[src/adc_cmd_pkg.sv]
// constants shared by the command interpreter and its serial port
package adc_cmd_pkg;
  // serial framing and baud measurement
  localparam int           CNT_W        = 20;
  localparam logic [7:0]   SYNC_BYTE    = 8'h55;
  localparam logic [2:0]   SYNC_EDGES   = 3'h4;
  localparam int           SYNC_SHIFT   = 3;
  localparam logic [3:0]   DATA_BITS    = 4'h8;
  // command encodings, compared against byte[7:1] or byte[7:4]
  localparam logic [6:0]   CMD_RESET    = 7'h03;
  localparam logic [6:0]   CMD_START    = 7'h04;
  localparam logic [6:0]   CMD_SLEEP    = 7'h01;
  localparam logic [3:0]   CMD_FETCH    = 4'h1;
  localparam logic [3:0]   CMD_RD       = 4'h2;
  localparam logic [3:0]   CMD_WR       = 4'h4;
  // register map
  localparam int           REG_COUNT    = 5;
  localparam logic [2:0]   REG_LAST     = 3'h4;
  localparam logic [2:0]   ADDR_MODE    = 3'h1;
  localparam logic [2:0]   ADDR_STAT    = 3'h2;
  localparam logic [2:0]   ADDR_READ    = 3'h3;
  localparam logic [2:0]   ADDR_PIN     = 3'h4;
  localparam logic [7:0]   REG_RESET    = 8'h00;
  localparam logic [7:0]   REG_NONE     = 8'h00;
  localparam int           CM_BIT       = 3;
  localparam int           TURBO_BIT    = 4;
  localparam int           READY_BIT    = 7;
  localparam int           DCNT_BIT     = 6;
  localparam int           AUTO_BIT     = 0;
  localparam int           PIN2_DIR_BIT = 6;
  localparam int           PIN2_SEL_BIT = 3;
  localparam int           PIN2_DAT_BIT = 2;
  // result coding
  localparam logic [15:0]  CLIP_POS     = 16'h7fff;
  localparam logic [15:0]  CLIP_NEG     = 16'h8000;
  // timing: 32760 modulator periods at 256 kHz equals 65520 at 512 kHz
  localparam int           CLK_NS       = 50;
  localparam int           TIMEOUT_NS   = 127968750;
  localparam int           TIMEOUT_CYC  = TIMEOUT_NS / CLK_NS;

  typedef enum logic [1:0] {ST_SYNC, ST_CMD, ST_DATA} cmd_state_t;
  typedef enum logic [2:0] {
    RX_HUNT, RX_MEAS, RX_IDLE, RX_START, RX_BITS, RX_STOP
  } rx_state_t;
endpackage : adc_cmd_pkg

[src/adc_serial_port.sv]
// half-duplex serial port with baud measurement on the sync byte
`timescale 1ns/10ps
`default_nettype none
module adc_serial_port
  import adc_cmd_pkg::*;
(
  // clock and reset
  input  wire  logic             clk_sys,
  input  wire  logic             reset,
  // receive side
  input  wire  logic             rx_in,
  input  wire  logic             resync,
  output var   logic             sync_done_q,
  output var   logic             byte_valid_q,
  output var   logic [7:0]       byte_data_q,
  // transmit side
  input  wire  logic             tx_load,
  input  wire  logic [7:0]       tx_data,
  output var   logic             tx_busy_q,
  output var   logic             tx_out_q
);
  rx_state_t         rx_st_q;
  logic              rx_prev_q;
  logic [CNT_W-1:0]  meas_q;
  logic [CNT_W-1:0]  period_q;
  logic [CNT_W-1:0]  rx_cnt_q;
  logic [2:0]        edges_q;
  logic [3:0]        rx_bit_q;
  logic [7:0]        rx_sh_q;
  logic [CNT_W-1:0]  tx_cnt_q;
  logic [3:0]        tx_bit_q;
  logic [8:0]        tx_sh_q;
  logic              fall;

  assign fall = rx_prev_q & ~rx_in;

  always_ff @(posedge clk_sys or posedge reset) begin
    if (reset) begin
      rx_prev_q <= 1'b1;
    end else begin
      rx_prev_q <= rx_in;
    end
  end

  // the sync byte has falling edges eight bit periods apart end to end
  always_ff @(posedge clk_sys or posedge reset) begin
    if (reset) begin
      rx_st_q      <= RX_HUNT;
      meas_q       <= '0;
      period_q     <= '0;
      rx_cnt_q     <= '0;
      edges_q      <= '0;
      rx_bit_q     <= '0;
      rx_sh_q      <= '0;
      sync_done_q  <= 1'b0;
      byte_valid_q <= 1'b0;
      byte_data_q  <= '0;
    end else begin
      sync_done_q  <= 1'b0;
      byte_valid_q <= 1'b0;
      if (resync) begin
        rx_st_q <= RX_HUNT;
      end else begin
        case (rx_st_q)
          RX_HUNT: if (fall) begin
            rx_st_q <= RX_MEAS;
            meas_q  <= CNT_W'(1);
            edges_q <= '0;
          end
          RX_MEAS: begin
            meas_q <= meas_q + CNT_W'(1);
            if (fall) begin
              edges_q <= edges_q + 3'h1;
              if (edges_q + 3'h1 == SYNC_EDGES) begin
                period_q    <= meas_q >> SYNC_SHIFT;
                rx_st_q     <= RX_IDLE;
                sync_done_q <= 1'b1;
              end
            end
          end
          RX_IDLE: if (fall) begin
            rx_st_q  <= RX_START;
            rx_cnt_q <= period_q >> 1;
          end
          RX_START: begin
            if (rx_cnt_q != '0) begin
              rx_cnt_q <= rx_cnt_q - CNT_W'(1);
            end else if (rx_in) begin
              rx_st_q <= RX_IDLE; // glitch, not a start bit
            end else begin
              // reload one short: the zero count is a cycle of its own
              rx_st_q  <= RX_BITS;
              rx_cnt_q <= period_q - CNT_W'(1);
              rx_bit_q <= '0;
            end
          end
          RX_BITS: begin
            if (rx_cnt_q != '0) begin
              rx_cnt_q <= rx_cnt_q - CNT_W'(1);
            end else begin
              rx_sh_q  <= {rx_in, rx_sh_q[7:1]};
              rx_cnt_q <= period_q - CNT_W'(1);
              rx_bit_q <= rx_bit_q + 4'h1;
              if (rx_bit_q + 4'h1 == DATA_BITS) begin
                rx_st_q <= RX_STOP;
              end
            end
          end
          RX_STOP: begin
            if (rx_cnt_q != '0) begin
              rx_cnt_q <= rx_cnt_q - CNT_W'(1);
            end else begin
              // latch at mid stop bit, one clock of error at most
              rx_st_q <= RX_IDLE;
              if (rx_in) begin
                byte_valid_q <= 1'b1;
                byte_data_q  <= rx_sh_q;
              end
            end
          end
          default: rx_st_q <= RX_HUNT;
        endcase
      end
    end
  end

  // start bit, eight data bits lsb first, stop bit
  always_ff @(posedge clk_sys or posedge reset) begin
    if (reset) begin
      tx_busy_q <= 1'b0;
      tx_out_q  <= 1'b1;
      tx_cnt_q  <= '0;
      tx_bit_q  <= '0;
      tx_sh_q   <= '1;
    end else if (!tx_busy_q) begin
      tx_out_q <= 1'b1;
      if (tx_load) begin
        tx_busy_q <= 1'b1;
        tx_out_q  <= 1'b0;
        tx_sh_q   <= {1'b1, tx_data};
        tx_cnt_q  <= period_q - CNT_W'(1);
        tx_bit_q  <= '0;
      end
    end else if (tx_cnt_q != '0) begin
      tx_cnt_q <= tx_cnt_q - CNT_W'(1);
    end else if (tx_bit_q == DATA_BITS + 4'h1) begin
      tx_busy_q <= 1'b0;
    end else begin
      tx_out_q <= tx_sh_q[0];
      tx_sh_q  <= {1'b1, tx_sh_q[8:1]};
      tx_cnt_q <= period_q - CNT_W'(1);
      tx_bit_q <= tx_bit_q + 4'h1;
    end
  end
endmodule : adc_serial_port
`default_nettype wire

[src/adc_cmd_readout.sv]
// command decoder, conversion control and result readout
`timescale 1ns/10ps
`default_nettype none
module adc_cmd_readout
  import adc_cmd_pkg::*;
#(
  parameter int RAW_W       = 24,
  parameter int TIMEOUT_CNT = TIMEOUT_CYC
) (
  // clock and reset
  input  wire  logic                   clk_sys,
  input  wire  logic                   reset,
  // serial link
  input  wire  logic                   rx_in,
  output var   logic                   tx_out_q,
  // modulator and filter
  input  wire  logic                   conv_done,
  input  wire  logic signed [RAW_W-1:0] conv_raw,
  output var   logic                   conv_start_q,
  output var   logic                   filter_clear_q,
  output var   logic                   conv_active_q,
  output var   logic                   sleep_q,
  output var   logic                   turbo_q,
  // configuration bytes for the analog front end
  output var   logic [REG_COUNT*8-1:0] config_q,
  // general-purpose pin two
  output var   logic                   pin2_ready_output_q,
  output var   logic                   pin2_oe_n_q
);
  cmd_state_t        st_q;
  logic [31:0]       idle_q;
  logic [2:0]        addr_q;
  logic              resync_q;
  logic              sync_done;
  logic              byte_valid;
  logic [7:0]        byte_data;
  logic              tx_busy;
  logic              tx_load_q;
  logic [7:0]        tx_data_q;
  logic [7:0]        tx_buf_q [0:2];
  logic [1:0]        tx_left_q;
  logic [1:0]        tx_idx_q;
  logic [15:0]       result_q;
  logic [15:0]       clipped;
  logic [7:0]        counter_q;
  logic              result_ready_flag_q;
  logic              sleep_pend_q;
  logic              cmd_byte;
  logic              do_reset;
  logic              do_start;
  logic              do_sleep;
  logic              do_fetch;
  logic              do_read;
  logic              do_write;
  logic              auto_load;
  logic              in_single;

  adc_serial_port u_port (
    .clk_sys      (clk_sys),
    .reset        (reset),
    .rx_in        (rx_in),
    .resync       (resync_q),
    .sync_done_q  (sync_done),
    .byte_valid_q (byte_valid),
    .byte_data_q  (byte_data),
    .tx_load      (tx_load_q),
    .tx_data      (tx_data_q),
    .tx_busy_q    (tx_busy),
    .tx_out_q     (tx_out_q)
  );

  // commands take effect only on a latched byte
  assign cmd_byte  = byte_valid && st_q == ST_CMD;
  assign do_reset  = cmd_byte && byte_data[7:1] == CMD_RESET;
  assign do_start  = cmd_byte && byte_data[7:1] == CMD_START;
  assign do_sleep  = cmd_byte && byte_data[7:1] == CMD_SLEEP;
  assign do_fetch  = cmd_byte && byte_data[7:4] == CMD_FETCH;
  assign do_read   = cmd_byte && byte_data[7:4] == CMD_RD;
  assign do_write  = byte_valid && st_q == ST_DATA && addr_q <= REG_LAST;
  assign in_single = ~config_q[8*ADDR_MODE + CM_BIT];
  assign auto_load = conv_done && config_q[8*ADDR_READ + AUTO_BIT] &&
                     tx_left_q == 2'h0;

  always_comb begin
    if (conv_raw > $signed({{(RAW_W-16){1'b0}}, CLIP_POS})) begin
      clipped = CLIP_POS;
    end else if (conv_raw < $signed({{(RAW_W-16){1'b1}}, CLIP_NEG})) begin
      clipped = CLIP_NEG;
    end else begin
      clipped = conv_raw[15:0];
    end
  end

  function automatic logic [7:0] reg_value(input logic [2:0] a,
                                           input logic [REG_COUNT*8-1:0] c,
                                           input logic rdy);
    logic [7:0] v;
    v = REG_NONE;
    if (a <= REG_LAST) begin
      v = c[8*a +: 8];
    end
    if (a == ADDR_STAT) begin
      v[READY_BIT] = rdy;
    end
    return v;
  endfunction : reg_value

  // command sequencing; every command is followed by a fresh sync byte
  always_ff @(posedge clk_sys or posedge reset) begin
    if (reset) begin
      st_q     <= ST_SYNC;
      idle_q   <= '0;
      addr_q   <= '0;
      resync_q <= 1'b0;
    end else begin
      resync_q <= 1'b0;
      idle_q   <= idle_q + 32'h1;
      case (st_q)
        ST_SYNC: begin
          idle_q <= '0;
          if (sync_done) begin
            st_q <= ST_CMD;
          end
        end
        ST_CMD: begin
          if (byte_valid && byte_data[7:4] == CMD_WR) begin
            st_q   <= ST_DATA;
            addr_q <= byte_data[3:1];
            idle_q <= '0;
          end else if (byte_valid) begin
            st_q     <= ST_SYNC;
            resync_q <= 1'b1;
          end else if (idle_q >= 32'(TIMEOUT_CNT)) begin
            st_q     <= ST_SYNC;
            resync_q <= 1'b1;
          end
        end
        ST_DATA: begin
          if (byte_valid || idle_q >= 32'(TIMEOUT_CNT)) begin
            st_q     <= ST_SYNC;
            resync_q <= 1'b1;
          end
        end
        default: st_q <= ST_SYNC;
      endcase
    end
  end

  // configuration registers; the ready bit is status, never stored
  always_ff @(posedge clk_sys or posedge reset) begin
    if (reset) begin
      config_q <= {REG_COUNT{REG_RESET}};
    end else if (do_reset) begin
      config_q <= {REG_COUNT{REG_RESET}};
    end else if (do_write) begin
      config_q[8*addr_q +: 8] <= byte_data;
      if (addr_q == ADDR_STAT) begin
        config_q[8*ADDR_STAT + READY_BIT] <= 1'b0;
      end
    end
  end

  always_ff @(posedge clk_sys or posedge reset) begin
    if (reset) begin
      turbo_q <= 1'b0;
    end else begin
      turbo_q <= config_q[8*ADDR_MODE + TURBO_BIT];
    end
  end

  // conversion control
  always_ff @(posedge clk_sys or posedge reset) begin
    if (reset) begin
      conv_start_q   <= 1'b0;
      filter_clear_q <= 1'b0;
      conv_active_q  <= 1'b0;
      sleep_q        <= 1'b0;
      sleep_pend_q   <= 1'b0;
    end else begin
      conv_start_q   <= 1'b0;
      filter_clear_q <= 1'b0;
      if (do_reset) begin
        conv_active_q  <= 1'b0;
        sleep_q        <= 1'b0;
        sleep_pend_q   <= 1'b0;
        filter_clear_q <= 1'b1;
      end else if (do_start) begin
        conv_start_q   <= 1'b1;
        filter_clear_q <= conv_active_q;
        conv_active_q  <= 1'b1;
        sleep_q        <= 1'b0;
        sleep_pend_q   <= 1'b0;
      end else if (do_write && addr_q != ADDR_PIN && conv_active_q) begin
        conv_start_q   <= 1'b1;
        filter_clear_q <= 1'b1;
      end else if (do_sleep) begin
        // a running conversion is allowed to finish first
        if (conv_active_q) begin
          sleep_pend_q <= 1'b1;
        end else begin
          sleep_q <= 1'b1;
        end
      end else if (conv_done && conv_active_q) begin
        if (sleep_pend_q) begin
          conv_active_q <= 1'b0;
          sleep_q       <= 1'b1;
          sleep_pend_q  <= 1'b0;
        end else if (in_single) begin
          conv_active_q <= 1'b0;
        end
      end
    end
  end

  // newest result, its counter and the ready flag
  always_ff @(posedge clk_sys or posedge reset) begin
    if (reset) begin
      result_q            <= '0;
      counter_q           <= '0;
      result_ready_flag_q <= 1'b0;
    end else if (do_reset) begin
      result_q            <= '0;
      counter_q           <= '0;
      result_ready_flag_q <= 1'b0;
    end else begin
      if (conv_done) begin
        result_q  <= clipped;
        counter_q <= counter_q + 8'h1;
      end
      // a result arriving with the fetch stays unread: set wins unless auto_load is also high
      if (conv_done && !auto_load) begin
        result_ready_flag_q <= 1'b1;
      end else if (do_fetch || auto_load) begin
        result_ready_flag_q <= 1'b0;
      end
    end
  end

  // output bytes are captured at load, so later results cannot tear them
  always_ff @(posedge clk_sys or posedge reset) begin
    if (reset) begin
      tx_buf_q[0] <= '0;
      tx_buf_q[1] <= '0;
      tx_buf_q[2] <= '0;
      tx_left_q   <= '0;
      tx_idx_q    <= '0;
      tx_load_q   <= 1'b0;
      tx_data_q   <= '0;
    end else begin
      tx_load_q <= 1'b0;
      if (do_reset) begin
        tx_left_q <= '0;
      end else if (do_fetch || auto_load) begin
        tx_idx_q <= '0;
        if (config_q[8*ADDR_STAT + DCNT_BIT]) begin
          tx_buf_q[0] <= do_fetch ? counter_q : counter_q + 8'h1;
          tx_buf_q[1] <= do_fetch ? result_q[7:0] : clipped[7:0];
          tx_buf_q[2] <= do_fetch ? result_q[15:8] : clipped[15:8];
          tx_left_q   <= 2'h3;
        end else begin
          tx_buf_q[0] <= do_fetch ? result_q[7:0] : clipped[7:0];
          tx_buf_q[1] <= do_fetch ? result_q[15:8] : clipped[15:8];
          tx_left_q   <= 2'h2;
        end
      end else if (do_read) begin
        tx_buf_q[0] <= reg_value(byte_data[3:1], config_q,
                                 result_ready_flag_q);
        tx_idx_q    <= '0;
        tx_left_q   <= 2'h1;
      end else if (tx_left_q != 2'h0 && !tx_busy && !tx_load_q) begin
        tx_load_q <= 1'b1;
        tx_data_q <= tx_buf_q[tx_idx_q];
        tx_idx_q  <= tx_idx_q + 2'h1;
        tx_left_q <= tx_left_q - 2'h1;
      end
    end
  end

  // pin two: ready is active low and only shown when routed out
  always_ff @(posedge clk_sys or posedge reset) begin
    if (reset) begin
      pin2_ready_output_q <= 1'b1;
      pin2_oe_n_q         <= 1'b1;
    end else begin
      pin2_oe_n_q <= ~config_q[8*ADDR_PIN + PIN2_DIR_BIT];
      if (config_q[8*ADDR_PIN + PIN2_DIR_BIT] &&
          config_q[8*ADDR_PIN + PIN2_SEL_BIT]) begin
        pin2_ready_output_q <= ~result_ready_flag_q;
      end else begin
        pin2_ready_output_q <= config_q[8*ADDR_PIN + PIN2_DAT_BIT];
      end
    end
  end
endmodule : adc_cmd_readout
`default_nettype wire

[config.mk]
export PLATFORM = sky130hd
export DESIGN_NAME = adc_cmd_readout
export DESIGN_NICKNAME = d
export VERILOG_FILES = /design/src/adc_cmd_pkg.sv /design/src/adc_serial_port.sv /design/src/adc_cmd_readout.sv
export SDC_FILE = /design/constraint.sdc
export NUM_CORES = 1
export LEC_CHECK = 0
export BUFFER_PORTS_ARGS = -buffer_cell sky130_fd_sc_hd__buf_2
export CAP_MARGIN = 5
export CORE_MARGIN = 4
export CORE_UTILIZATION = 30
export CTS_BUF_LIST = sky130_fd_sc_hd__clkbuf_16
export DETAILED_ROUTE_END_ITERATION = 12
export HOLD_SLACK_MARGIN = 0.03
export PLACE_DENSITY_LB_ADDON = 0.15
export SYNTH_ARGS = -nofsm -noshare
export SYNTH_HDL_FRONTEND = slang
export SYNTH_SLANG_ARGS = --single-unit
[constraint.sdc]
create_clock -name clk_sys -period 14.99 [get_ports clk_sys]
set_input_delay 1.499 -clock clk_sys [delete_from_list [all_inputs] [get_ports clk_sys]]
set_output_delay 1.499 -clock clk_sys [all_outputs]
set_load 0.03 [all_outputs]
==> flow_metrics.tcl <==
set metrics [dict create \
    final_area_sq_um 16400 \
    setup_tns_ps 0 \
    firstDrtPassIters 5 \
    start_util_pct 30.5 \
    period_share_pct 22.7 \
    grt_pass1_vias 11700 \
    irDropWorstVdd_uv 91.9 \
    dp_cells 2177 \
    die_w_um 226 \
    postRouteAntennaNets 0 \
    cp-endpoint "tx_buf_q[14]" \
    finalNetCount 1658 \
    yosysMostFrequentCell "dfrtp_1" \
    crit_path_max_incr_delay_ps 830 \
    cp_common_cell "nand3_1" \
    diodes 0 \
    clock_sinks 268 \
    routed-wl-met2_mm 18.0 \
    crit_chain "inv_1 -> ha_1 -> or3b_2 -> nor2_1 -> nand3_1 -> nand3_1 -> a211o_1 -> o211ai_1" \
    reg2reg_to "tx_buf_q[14]" \
    routedWlPerCell_um 18.2 \
    ys_types 76 \
    crit_slowest_cell "nand3_1" \
    grt_pass1_wl_mm 66.0 \
    drc 0 \
    synth_simple_gate_area_share_pct 20.8 \
    crit_type "reg -> reg" \
    power_density_nw_per_um2 141 \
    worstRegToRegCells 8 \
    grt_max_degree 76 \
    start_kind "flop" \
    viasPerCell 5.25 \
    rows 79 \
    drt-initial-drc-count 783 \
    setup_viol 0 \
    dpl.hpwl_mm 28.2 \
    drive_gt1_share_pct 12.9 \
    worst-r2r-setup-slack_ps 11590 \
    final-max-slew-violation-count 0 \
    synthTopCellsByArea "dfrtp_1, nor2_1, a21oi_1, nand2_1, o21ai_0" \
    num_vias 11800 \
    path_clk_slew_ps 50 \
    dr.max_layer_used "met4" \
    ys_warn_count 0 \
    place_area_sq_um 15200 \
    grt_use_total_pct 16.0 \
    gp_congestion 0.829 \
    worstPathRequired_ps 15400 \
    synth_fa_ha_area_share_pct 1.93 \
    seq_area_frac_synth_pct 47.2 \
    post-route-min-period_ps 3400 \
    syn_area_per_cell_sq_um 9.13 \
    ctsHoldBuffers 0 \
    synthMuxAreaShare_pct 5.72 \
    synth_cells 1560 \
    synth-xor-area-share_pct 4.31 \
    cp.arrival_ps 3810 \
    stdcell_count 2243 \
    wl_met3_mm 1.86 \
    syn_nets 1610 \
    cap_violations 0 \
    maxSlewHeadroom_pct 29.7 \
    synth_edf_count 0 \
    synthArstFlopShare_pct 100 \
    holdPathStages 2 \
    ys_top_cells_by_count "dfrtp_1, nor2_1, nand2_1" \
    drt-met1-wl_mm 19.9 \
    skew_ps 21.9 \
    r2r-start "st_q[1]" \
    synth_area_sq_um 14200 \
    routed_wl_mm 40.9 \
    startpoint "st_q[1]" \
    core_area_sq_um 46800 \
    worst-path-max-fanout 23 \
    tritoncts "built" \
    worstMarginPinSlew_ps 1050 \
    status "completed" \
    synth_top_area_share_pct 45.0 \
    synth_compound_area_share_pct 16.7 \
    synth_ff_type "dfrtp_1" \
    cts-root-buf "clkbuf_16" \
    die_area_sq_um 51000 \
    rsz0062_at_grt "no" \
    clk_path_buf_depth 3 \
    clk_latency_ps 540 \
    synth_area_leader_cell "dfrtp_1" \
    crit_path_end_kind "flop" \
    grt-ovfl-total 0 \
    max_freq_mhz 294 \
    cts_resized 0 \
    synth_top_family_by_area "simple AND/OR/NAND/NOR gates" \
    port_buffers 75 \
    finalHoldViolCount 0 \
    min_path_type "reg -> reg" \
    ios 76 \
    leakagePower_nw 7.38 \
    post_cts_buffers 0 \
    htreeDepth 2 \
    die_h_um 226 \
    numCtsBuffers 36 \
    area_growth_pct 15.1 \
    antenna_found_initial 1 \
    ys_ff_latch 268 \
]
per-layer routing:
layer,up-vias,GRT usage [%]
met5,-,0
met4,0,5.35
met3,73,2.47
met2,284,24.3
met1,5718,23.4
li1,5706,-
metrics by stage:
stage	utilization (%)	power [W]	hold slack, ps	worst slack (ps)
final	35.1	0.00232	480	11590
after global routing	35.1	0.00246	499	11350
after CTS	35.1	0.00235	482	11600
after detailed placement	32.5	0.00146	470	11220
after global placement	32.5	0.00145	470	11290
after floorplan	-	0.00131	424	6130
layout by cell type, fill, tap and decap left out, drive strengths merged, types with 11 or more instances in the layout:
cell type,synthesis,layout
and3,16,16
nor2b,14,14
a31oi,15,15
nand4,21,21
inv,46,56
nand2,147,147
a21oi,112,112
buf,11,88
dfstp,12,12
nor3,40,40
nand2b,25,25
clkbuf,67,37
xnor2,28,28
clkinv,0,12
and2,11,11
o21ai,127,127
ha,22,22
nand3,59,59
xor2,42,42
nor2,209,209
nor4,24,24
mux2i,42,42
mux2,35,35
dfrtp,256,256
worst min path at each step:
stage | endpoint | start | slack, ps
final | tx_data_q[3] | tx_data_q[3] | 480
after detailed placement | tx_buf_q[22] | tx_buf_q[22] | 470
after CTS | tx_buf_q[22] | tx_buf_q[22] | 480
after global placement | idle_q[0] | idle_q[0] | 470
after global routing | tx_buf_q[22] | tx_buf_q[22] | 500
after floorplan | pin2_ready_output_q | result_ready_flag_q | 420
registers in the layout (all words and copies together) (netlist names), 4 cells and up:
name / cells
u_port.period_q: 17
config_q: 40
u_port.tx_bit_q: 4
u_port.rx_sh_q: 8
counter_q: 8
u_port.rx_cnt_q: 20
idle_q: 32
u_port.byte_data_q: 8
tx_buf_q: 24
u_port.rx_bit_q: 4
tx_data_q: 8
u_port.tx_cnt_q: 20
u_port.tx_sh_q: 8
u_port.meas_q: 20
result_q: 16
report_power, final:
part / switching, W / total [W] / internal, W
registers: 0.000110 / 0.000929 / 0.000819
clock network: 0.000337 / 0.000872 / 0.000535
logic: 0.000335 / 0.000518 / 0.000183
cell families after synthesis:
group | count (synthesis)
AOI/OAI and AO/OA | 384
xor gates and xnor gates | 70
adders and majority gates | 22
buffers and inverters | 124
DFF | 268
muxes | 77
and+or+nand+nor | 615
critical path, delay by kind of cell (launching register included):
family,cells,cell delay (ps)
AOI/OAI and AO/OA,2,280
adders and majority gates,1,290
buffers and inverters,1,90
and+or+nand+nor,4,2230
DFF,1,370
area by class of cell:
class                   instances  area (sq um)
clock buffers                  37           926
flip-flops and latches        268          6720
inverters                      46           180
well taps                     607           759
fillers                      4804         30400
repair buffers                 88           473
multi-input cells            1168          7060
clock inverters                29           270
Power figures use the tool's default switching activity.
